===== src/rspm_pkg.sv =====
// Constants, types and register map of the reset status and power mode controller.
package rspm_pkg;

   localparam int         REG_AW            = 4;
   localparam int         REG_DW            = 8;

   localparam logic [3:0] ADDR_STAT_WDT     = 4'h0;
   localparam logic [3:0] ADDR_PWR_CTRL0    = 4'h1;
   localparam logic [3:0] ADDR_PWR_CTRL1    = 4'h2;
   localparam logic [3:0] ADDR_SUPPLY_CFG   = 4'h3;
   localparam logic [3:0] ADDR_RECOV_EN     = 4'h4;

   localparam int         STAT_POR_BIT      = 7;
   localparam int         STAT_RECOV_BIT    = 6;
   localparam int         STAT_WDT_BIT      = 5;
   localparam int         STAT_EXT_BIT      = 4;
   localparam int         STAT_LOW_BIT      = 0;

   localparam int         CFG_BO_EN_BIT     = 0;
   localparam int         CFG_LOW_IE_BIT    = 1;

   localparam logic [7:0] SUPPLY_CFG_RST    = 8'h01;
   localparam logic [7:0] PWR_CTRL_RST      = 8'h00;
   localparam logic [7:0] RECOV_EN_RST      = 8'h00;
   localparam logic [7:0] WDT_CTRL_RST      = 8'h00;

   localparam int         CLK_PERIOD_NS     = 40;
   localparam int         EXT_MIN_NS        = 200;
   localparam int         EXT_MIN_CYC       = (EXT_MIN_NS + CLK_PERIOD_NS - 1) / CLK_PERIOD_NS;
   localparam int         RST_HOLD_NS       = 640;
   localparam int         RST_HOLD_CYC      = (RST_HOLD_NS + CLK_PERIOD_NS - 1) / CLK_PERIOD_NS;
   localparam int         OSC_START_NS      = 1000;
   localparam int         OSC_START_CYC     = (OSC_START_NS + CLK_PERIOD_NS - 1) / CLK_PERIOD_NS;
   localparam int         CNT_W             = 8;

   typedef enum logic [2:0] {
      RSPM_ST_RESET,
      RSPM_ST_RUN,
      RSPM_ST_IDLE,
      RSPM_ST_SLEEP,
      RSPM_ST_WAKE
   } rspm_state_t;

   typedef struct packed {
      logic [REG_AW-1:0] addr;
      logic [REG_DW-1:0] wdata;
      logic              wr;
      logic              rd;
   } rspm_bus_req_t;

   typedef struct packed {
      logic por;
      logic recov;
      logic wdt;
      logic ext;
   } rspm_cause_t;

endpackage : rspm_pkg


===== src/rspm_ctrl.sv =====
// Reset source tracking, supply-low detection and power mode control.
//
// The address map and the plain strobed port were decided locally.
`timescale 1ns/10ps
module rspm_ctrl
   import rspm_pkg::*;
#(
   parameter bit LOW_DET_PRESENT = 1'b1,
   parameter int N_RECOV         = 8,
   parameter int N_PERIPH        = 16
)(
   input  wire logic                mclk_in,
   input  wire logic                rst_n_in,
   input  wire rspm_bus_req_t       bus_in,
   output logic [REG_DW-1:0]        rdata_out,
   input  wire logic                ext_rst_n_in,
   input  wire logic [N_RECOV-1:0]  recov_pin_in,
   input  wire logic                supply_below_in,
   input  wire logic                brownout_trip_in,
   input  wire logic                wdt_timeout_in,
   input  wire logic                wdt_reset_mode_in,
   input  wire logic                irq_pending_in,
   input  wire logic                halt_exec_in,
   input  wire logic                sleep_exec_in,
   output logic [REG_DW-1:0]        wdt_ctrl_out,
   output logic                     wdt_ctrl_wr_out,
   output logic                     sys_rst_n_out,
   output logic                     cpu_run_out,
   output logic                     idle_out,
   output logic                     sleep_out,
   output logic                     osc_en_out,
   output logic                     sysclk_en_out,
   output logic                     wdt_osc_en_out,
   output logic                     irq_resume_out,
   output logic                     recov_done_out,
   output logic                     brownout_en_out,
   output logic                     supply_low_irq_out,
   output logic [N_PERIPH-1:0]      periph_en_out
);

   // Wider pin or peripheral sets have no register bits behind them, so they are refused.
   if (N_RECOV < 1 || N_RECOV > REG_DW)
   begin : g_bad_recov
      $error("rspm_ctrl: N_RECOV must be 1 to 8");
   end
   if (N_PERIPH < 1 || N_PERIPH > 2 * REG_DW)
   begin : g_bad_periph
      $error("rspm_ctrl: N_PERIPH must be 1 to 16");
   end
   // The mode counter saturates at all ones and the filter counter at EXT_MIN_CYC, so every timing count must fit the counter width.
   if (EXT_MIN_CYC < 1 || EXT_MIN_CYC >= 2**CNT_W)
   begin : g_bad_ext
      $error("rspm_ctrl: EXT_MIN_CYC does not fit the filter counter");
   end
   if (RST_HOLD_CYC < 1 || RST_HOLD_CYC > 2**CNT_W)
   begin : g_bad_hold
      $error("rspm_ctrl: RST_HOLD_CYC does not fit the mode counter");
   end
   if (OSC_START_CYC < 1 || OSC_START_CYC > 2**CNT_W)
   begin : g_bad_osc
      $error("rspm_ctrl: OSC_START_CYC does not fit the mode counter");
   end

   function automatic logic hit(input rspm_bus_req_t req, input logic [REG_AW-1:0] off);
      hit = (req.addr == off);
   endfunction : hit

   // Pins and analogue comparators are asynchronous; each passes two flops first.
   logic [N_RECOV-1:0] recov_s1_q;
   logic [N_RECOV-1:0] recov_s2_q;
   logic               ext_s1_q;
   logic               ext_s2_q;
   logic               below_s1_q;
   logic               below_s2_q;
   logic               bo_s1_q;
   logic               bo_s2_q;

   always_ff @(posedge mclk_in)
   begin
      if (!rst_n_in)
      begin
         recov_s1_q <= '0;
         recov_s2_q <= '0;
         ext_s1_q   <= 1'b1;
         ext_s2_q   <= 1'b1;
         below_s1_q <= 1'b0;
         below_s2_q <= 1'b0;
         bo_s1_q    <= 1'b0;
         bo_s2_q    <= 1'b0;
      end
      else
      begin
         recov_s1_q <= recov_pin_in;
         recov_s2_q <= recov_s1_q;
         ext_s1_q   <= ext_rst_n_in;
         ext_s2_q   <= ext_s1_q;
         below_s1_q <= supply_below_in;
         below_s2_q <= below_s1_q;
         bo_s1_q    <= brownout_trip_in;
         bo_s2_q    <= bo_s1_q;
      end
   end

   // Registers written by software.
   logic [7:0] pwr_ctrl0_q;
   logic [7:0] pwr_ctrl1_q;
   logic [7:0] supply_cfg_q;
   logic [7:0] recov_en_q;
   logic [7:0] wdt_ctrl_q;
   logic       wdt_wr_q;

   always_ff @(posedge mclk_in)
   begin
      if (!rst_n_in)
      begin
         pwr_ctrl0_q  <= PWR_CTRL_RST;
         pwr_ctrl1_q  <= PWR_CTRL_RST;
         supply_cfg_q <= SUPPLY_CFG_RST;
         recov_en_q   <= RECOV_EN_RST;
         wdt_ctrl_q   <= WDT_CTRL_RST;
         wdt_wr_q     <= 1'b0;
      end
      else
      begin
         wdt_wr_q <= bus_in.wr && hit(bus_in, ADDR_STAT_WDT);
         if (bus_in.wr)
         begin
            if (hit(bus_in, ADDR_STAT_WDT))
               wdt_ctrl_q <= bus_in.wdata;
            if (hit(bus_in, ADDR_PWR_CTRL0))
               pwr_ctrl0_q <= bus_in.wdata;
            if (hit(bus_in, ADDR_PWR_CTRL1))
               pwr_ctrl1_q <= bus_in.wdata;
            if (hit(bus_in, ADDR_SUPPLY_CFG))
               supply_cfg_q <= bus_in.wdata;
            if (hit(bus_in, ADDR_RECOV_EN))
               recov_en_q <= bus_in.wdata;
         end
      end
   end

   // Supply-low path follows the two-flop synchronised comparator with no sticky bit, so it cannot be latched.
   logic bo_en;
   logic supply_low;
   assign bo_en      = supply_cfg_q[CFG_BO_EN_BIT];
   if (LOW_DET_PRESENT)
   begin : g_low_det
      assign supply_low = bo_en && below_s2_q;
   end
   else
   begin : g_no_low_det
      // Larger packages have no comparator, so the flag and its interrupt stay zero.
      assign supply_low = 1'b0;
   end

   logic [2*REG_DW-1:0] pwr_all;
   assign pwr_all = {pwr_ctrl1_q, pwr_ctrl0_q};

   // Reset pin glitch filter: counts consecutive low cycles of the synchronised pin.
   logic [CNT_W-1:0] ext_cnt_q;
   logic             ext_event;

   always_ff @(posedge mclk_in)
   begin
      if (!rst_n_in)
         ext_cnt_q <= '0;
      else if (ext_s2_q)
         ext_cnt_q <= '0;
      else if (ext_cnt_q != CNT_W'(EXT_MIN_CYC))
         ext_cnt_q <= ext_cnt_q + CNT_W'(1);
   end

   assign ext_event = !ext_s2_q && (ext_cnt_q == CNT_W'(EXT_MIN_CYC - 1));

   // Mode sequencer.
   rspm_state_t      state_q;
   rspm_state_t      state_d;
   logic [CNT_W-1:0] cnt_q;
   logic [N_RECOV-1:0] snap_q;
   logic             bo_event;
   logic             wdt_rst_event;
   logic             wdt_irq_event;
   logic             any_rst;
   logic             recov_event;

   assign bo_event      = bo_en && bo_s2_q;
   assign wdt_rst_event = wdt_timeout_in && wdt_reset_mode_in;
   assign wdt_irq_event = wdt_timeout_in && !wdt_reset_mode_in;
   assign any_rst       = bo_event || wdt_rst_event || ext_event;
   // A change on an enabled pin wakes directly; no port data register or interrupt is needed.
   assign recov_event   = (state_q == RSPM_ST_SLEEP)
                          && |((recov_s2_q ^ snap_q) & recov_en_q[N_RECOV-1:0]);

   always_comb
   begin
      state_d = state_q;
      case (state_q)
         RSPM_ST_RESET:
            if (cnt_q == CNT_W'(RST_HOLD_CYC - 1))
               state_d = RSPM_ST_RUN;
         RSPM_ST_RUN:
            if (sleep_exec_in)
               state_d = RSPM_ST_SLEEP;
            else if (halt_exec_in)
               state_d = RSPM_ST_IDLE;
         RSPM_ST_IDLE:
            if (irq_pending_in || wdt_irq_event)
               state_d = RSPM_ST_RUN;
         RSPM_ST_SLEEP:
            if (recov_event || wdt_irq_event)
               state_d = RSPM_ST_WAKE;
         RSPM_ST_WAKE:
            if (cnt_q == CNT_W'(OSC_START_CYC - 1))
               state_d = RSPM_ST_RUN;
         default:
            state_d = RSPM_ST_RESET;
      endcase
      // Any reset source overrides every mode, so an ext pin in sleep never looks like recovery.
      if (any_rst)
         state_d = RSPM_ST_RESET;
   end

   always_ff @(posedge mclk_in)
   begin
      if (!rst_n_in)
         state_q <= RSPM_ST_RESET;
      else
         state_q <= state_d;
   end

   always_ff @(posedge mclk_in)
   begin
      if (!rst_n_in)
         cnt_q <= '0;
      else if (state_d != state_q || any_rst)
         cnt_q <= '0;
      else if (cnt_q != {CNT_W{1'b1}})
         cnt_q <= cnt_q + CNT_W'(1);
   end

   always_ff @(posedge mclk_in)
   begin
      if (!rst_n_in)
         snap_q <= '0;
      else if (state_q != RSPM_ST_SLEEP)
         snap_q <= recov_s2_q;
   end

   // Resume and recovery strobes.
   logic irq_resume_q;
   logic recov_done_q;

   always_ff @(posedge mclk_in)
   begin
      if (!rst_n_in)
      begin
         irq_resume_q <= 1'b0;
         recov_done_q <= 1'b0;
      end
      else
      begin
         irq_resume_q <= (state_q == RSPM_ST_IDLE) && (state_d == RSPM_ST_RUN);
         recov_done_q <= (state_q == RSPM_ST_WAKE) && (state_d == RSPM_ST_RUN);
      end
   end

   // Status: events set, a status read clears the upper four bits, and a set wins.
   rspm_cause_t cause_q;
   logic        stat_rd;
   assign stat_rd = bus_in.rd && hit(bus_in, ADDR_STAT_WDT);

   always_ff @(posedge mclk_in)
   begin
      if (!rst_n_in)
         cause_q <= '{por: 1'b1, recov: 1'b0, wdt: 1'b0, ext: 1'b0};
      else
      begin
         // A brownout restart is reported with power-on, since both mean lost supply.
         if (bo_event)
            cause_q.por <= 1'b1;
         else if (any_rst || stat_rd)
            cause_q.por <= 1'b0;
         if (recov_event || (state_q == RSPM_ST_SLEEP && wdt_irq_event))
            cause_q.recov <= 1'b1;
         else if (any_rst || stat_rd)
            cause_q.recov <= 1'b0;
         if (wdt_timeout_in)
            cause_q.wdt <= 1'b1;
         else if ((any_rst && !wdt_rst_event) || stat_rd)
            cause_q.wdt <= 1'b0;
         if (ext_event)
            cause_q.ext <= 1'b1;
         else if (any_rst || stat_rd)
            cause_q.ext <= 1'b0;
      end
   end

   // Read data: one cycle after the strobe; unmapped addresses read zero.
   logic [REG_DW-1:0] rdata_q;
   logic [REG_DW-1:0] rd_mux;

   always_comb
   begin
      rd_mux = '0;
      if (hit(bus_in, ADDR_STAT_WDT))
      begin
         rd_mux[STAT_POR_BIT]   = cause_q.por;
         rd_mux[STAT_RECOV_BIT] = cause_q.recov;
         rd_mux[STAT_WDT_BIT]   = cause_q.wdt;
         rd_mux[STAT_EXT_BIT]   = cause_q.ext;
         rd_mux[STAT_LOW_BIT]   = supply_low;
      end
      else if (hit(bus_in, ADDR_PWR_CTRL0))
         rd_mux = pwr_ctrl0_q;
      else if (hit(bus_in, ADDR_PWR_CTRL1))
         rd_mux = pwr_ctrl1_q;
      else if (hit(bus_in, ADDR_SUPPLY_CFG))
         rd_mux = supply_cfg_q;
      else if (hit(bus_in, ADDR_RECOV_EN))
         rd_mux = recov_en_q;
   end

   always_ff @(posedge mclk_in)
   begin
      if (!rst_n_in)
         rdata_q <= '0;
      else if (bus_in.rd)
         rdata_q <= rd_mux;
      else
         rdata_q <= '0;
   end

   // Outputs.
   assign rdata_out          = rdata_q;
   assign wdt_ctrl_out       = wdt_ctrl_q;
   assign wdt_ctrl_wr_out    = wdt_wr_q;
   assign sys_rst_n_out      = (state_q != RSPM_ST_RESET);
   assign cpu_run_out        = (state_q == RSPM_ST_RUN);
   assign idle_out           = (state_q == RSPM_ST_IDLE);
   assign sleep_out          = (state_q == RSPM_ST_SLEEP);
   // Only sleep stops the oscillator; sleep and wake stop the system clock; idle keeps both.
   assign osc_en_out         = (state_q != RSPM_ST_SLEEP);
   assign sysclk_en_out      = (state_q != RSPM_ST_SLEEP) && (state_q != RSPM_ST_WAKE);
   assign wdt_osc_en_out     = 1'b1;
   assign irq_resume_out     = irq_resume_q;
   assign recov_done_out     = recov_done_q;
   assign brownout_en_out    = bo_en;
   assign supply_low_irq_out = supply_low && supply_cfg_q[CFG_LOW_IE_BIT];
   // Peripheral enables ignore the mode, so idle leaves them untouched.
   assign periph_en_out      = ~pwr_all[N_PERIPH-1:0];

endmodule : rspm_ctrl


===== config.mk =====
export PLATFORM = sky130hd
export DESIGN_NAME = rspm_ctrl
export DESIGN_NICKNAME = d
export VERILOG_FILES = /design/src/rspm_pkg.sv /design/src/rspm_ctrl.sv
export SDC_FILE = /design/constraint.sdc
export NUM_CORES = 1
export LEC_CHECK = 0
export BUFFER_PORTS_ARGS = -buffer_cell sky130_fd_sc_hd__buf_2
export CAP_MARGIN = 30
export CORE_MARGIN = 4
export CORE_UTILIZATION = 25
export DETAILED_ROUTE_END_ITERATION = 8
export GPL_ROUTABILITY_DRIVEN = 0
export PLACE_DENSITY_LB_ADDON = 0.08
export SETUP_SLACK_MARGIN = 0.5
export SLEW_MARGIN = 5
export SYNTH_ARGS = -nofsm -noshare
export SYNTH_HDL_FRONTEND = slang
export SYNTH_SLANG_ARGS = --single-unit

===== constraint.sdc =====
create_clock -name mclk_in -period 1.7 [get_ports mclk_in]
set_input_delay 0 -clock mclk_in [delete_from_list [all_inputs] [get_ports mclk_in]]
set_output_delay 0 -clock mclk_in [all_outputs]
set_load 0.01 [all_outputs]

==> impl_metrics.ini <==
[floorplan]
initial_utilization_pct = 25.74
row_count = 48
die_area_um2 = 20140
die_y_um = 141.9
die_x_um = 141.9
core_area_um2 = 17420
io_pins = 76

[timing]
rsz0062_at_grt = true
finalMaxSlewViolations = 0
period_needed_ps = 1699
worst_slew_pin_slew_ps = 615.9
finalSetupTns_ps = 0
fin_skew_ps = 8.101
setup_viol = 0
timing.final.ws_setup_ps = 0.6735
finalHoldViolCount = 0
clock.fmax_ghz = 0.5885
fin_crit_sh_pct = 99.96
max_slew_margin_pct = 58.63

[critical_path]
cp_num_cells = 8
critical-path-top-delay-family = simple AND/OR/NAND/NOR gates
critPathCapture = cnt_q[1]$_SDFFE_PP0P_
r2r_start = ext_cnt_q[0]$_SDFFE_PP0P_
arrival_ps = 1920
slowest_delay_ps = 470
r2r_setup_slack_ps = 0.7
cp-start-kind = register
crit_fanout = 3
critPathLaunch = ext_cnt_q[0]$_SDFFE_PP0P_
r2r-end = cnt_q[1]$_SDFFE_PP0P_
critPathBufInv = 2
crit_required_ps = 1920
critPathKind = register to register
path_cells = inv_2 -> ha_1 -> or4b_4 -> o211ai_4 -> nor4b_4 -> nand2_2 -> buf_4 -> nor3_1
crit_path_end_kind = register
critPathSlowestCell = or4b_4
worstRegToRegCells = 8

[hold_path]
hold_class = input port to register

[route]
drt_iter0_drc = 122
via_per_inst = 4.446
wirelength_um = 12600
wire_per_inst_um = 15.09
ant_nets = 0
drc = 0
dr.pass1.iters = 4
num_vias = 3712

[final_layout]
final_cell_mix = 94 x dfxtp_1, 69 x buf_2, 45 x nand2_1, 29 x nor2b_1, 29 x nand3_1
multiInputGateArea_um2 = 2409
finalInstanceArea_um2 = 6098
layout-drive-gt1-share_pct = 29.67
layout_commonest_cell = dfxtp_1
syn_to_final_growth_pct = 36.03
regArea_um2 = 2107
final_core_util_pct = 35.01
nNetsFinal = 642
fillers = 1840
antenna_cells_inserted = 0

[clock_network]
cts_num_sinks = 104
clk_latency_ps = 350
clock_path_buffers = 2
cts.clk_slew.worst_paths_ps = 70
cts_tree = done
cts-buffers-inserted = 9
cts-root-buf = clkbuf_16
htreeDepth = 3

[synthesis]
synth_area_um2 = 4483
synth-edff-count = 0
synthArstFlopShare_pct = 0
ys_ff_latch = 104
synthCells = 491
synth_area_per_cell_um2 = 9.130
syn_nets = 528
synth_seq_area_share_pct = 46.44
ys.flop_type = dfxtp_1
yosys.cell_types.count = 58
yosys_warnings = 0

[global_routing]
grt_max_degree = 37
track_usage_pct = 12.57
antenna_found_initial = 0
grt_pass1_vias = 3633
grt_overflow = 0
grt_pass1_wl_um = 19850

[run_status]
status = complete, no violations

[place]
preCtsSetupSlack_ps = -27.49
io_buffers = 74
detailed_place_hpwl_um = 8895
placed_cell_area_um2 = 5186

[power_and_ir_drop]
power_mw = 5.033
p_leak_nw = 2.476
powerDensity_nw_per_um2 = 825.4
ir_worst_vdd_mv = 0.4571

[run]
max_cap_viol_count = 0
==> through the flow <==
stage          hold slack, ps  std cells
4_1_cts                 6.599        830
5_1_grt                 42.22        835
2_1_floorplan           101.5        491
6_report                39.01        835
3_5_place_dp            184.1        784
3_3_place_gp            182.8        784
==> per-layer routing <==
metal,part of all wire (%),routed length [um],up-vias,track usage [%]
li1,-,-,1900,-
met1,50,6299,1740,17.16
met2,45,5681,63,19.85
met3,3.9,491,9,3.000
met4,1.0,131,0,3.687
met5,0,0,-,0
==> worst min-delay path by stage <==
stage                      start                           to  slack (ps)  cells after the start
finish                 bus_in[0]      cause_q[3]$_SDFFE_PP1P_          40                      4
floorplan           ext_rst_n_in          ext_s1_q$_SDFF_PN1_         100                      1
global route           bus_in[1]  pwr_ctrl0_q[3]$_SDFFE_PN0P_          40                      3
CTS                    bus_in[0]      cause_q[3]$_SDFFE_PP1P_           7                      4
detailed placement  ext_rst_n_in          ext_s1_q$_SDFF_PN1_         180                      2
global placement    ext_rst_n_in          ext_s1_q$_SDFF_PN1_         180                      2
==> worst min-delay path, delay by kind of cell <==
| kind | cells | cell delay, ps |
|---|---|---|
| AOI/OAI and AO/OA | 1 | 80 |
| and+or+nand+nor | 2 | 130 |
| buffers and inverters | 1 | 130 |
==> cell usage after synthesis, types with 2 or more instances <==
cell | count | area share, %
dfxtp_1 | 104 | 46
nand2_1 | 55 | 4.6
nand3_1 | 31 | 3.5
nor2b_1 | 29 | 4.0
inv_1 | 28 | 2.3
mux2i_1 | 28 | 6.3
a21boi_0 | 26 | 4.4
and2_1 | 23 | 3.2
nor2_1 | 20 | 1.7
a21oi_1 | 19 | 2.1
clkbuf_1 | 14 | 1.2
xor2_1 | 14 | 2.7
nor3_1 | 9 | 1.0
a22oi_1 | 6 | 1.0
nand2b_1 | 6 | 0.84
and3_1 | 5 | 0.70
buf_4 | 5 | 0.84
ha_1 | 5 | 1.4
o2bb2ai_1 | 4 | 0.78
or2_2 | 4 | 0.56
a22o_1 | 3 | 0.59
a31oi_1 | 3 | 0.42
clkbuf_2 | 3 | 0.33
nand3_2 | 3 | 0.67
nor4_1 | 3 | 0.42
o21ai_0 | 3 | 0.33
or3_1 | 3 | 0.42
xnor2_1 | 3 | 0.59
a21oi_2 | 2 | 0.39
nor3b_1 | 2 | 0.33
==> final cells by class <==
class / instances / share of cell area, %
flip-flops and latches: 104 / 34.55
repair buffers: 126 / 14.65
clock inverters: 7 / 1.149
well taps: 225 / 4.616
clock buffers: 9 / 3.693
inverters: 28 / 1.847
multi-input cells: 336 / 39.50
==> what timing repair did <==
action                                  CTS  global route
setup buffers                             8             5
pin swaps                                10            10
endpoints found under the setup margin   39            40
resized for setup                        29            51
hold endpoints to repair                 36             0
hold buffers                             22             0
==> where the power goes <==
part / switching (mW) / leakage, nW / total [mW] / internal, mW
Clock: 0.972 / 0.146 / 2.12 / 1.15
Sequential: 0.0340 / 0.851 / 2.52 / 2.48
Combinational: 0.210 / 1.48 / 0.401 / 0.191
Total: 1.22 / 2.48 / 5.03 / 3.82
==> cell families (layout without fill, tap and decap cells) <==
logic type	count (synthesis)	after routing	synth area share (%)
AOI/OAI and AO/OA	81	81	13.23
xor gates and xnor gates	17	17	3.321
adders and majority gates	5	5	1.395
buffers and inverters	51	170	4.800
DFF	104	104	46.44
muxes	28	28	6.252
other	1	1	0.08365
and+or+nand+nor	204	204	24.48
Note: power is estimated with default switching activity, not from simulation.
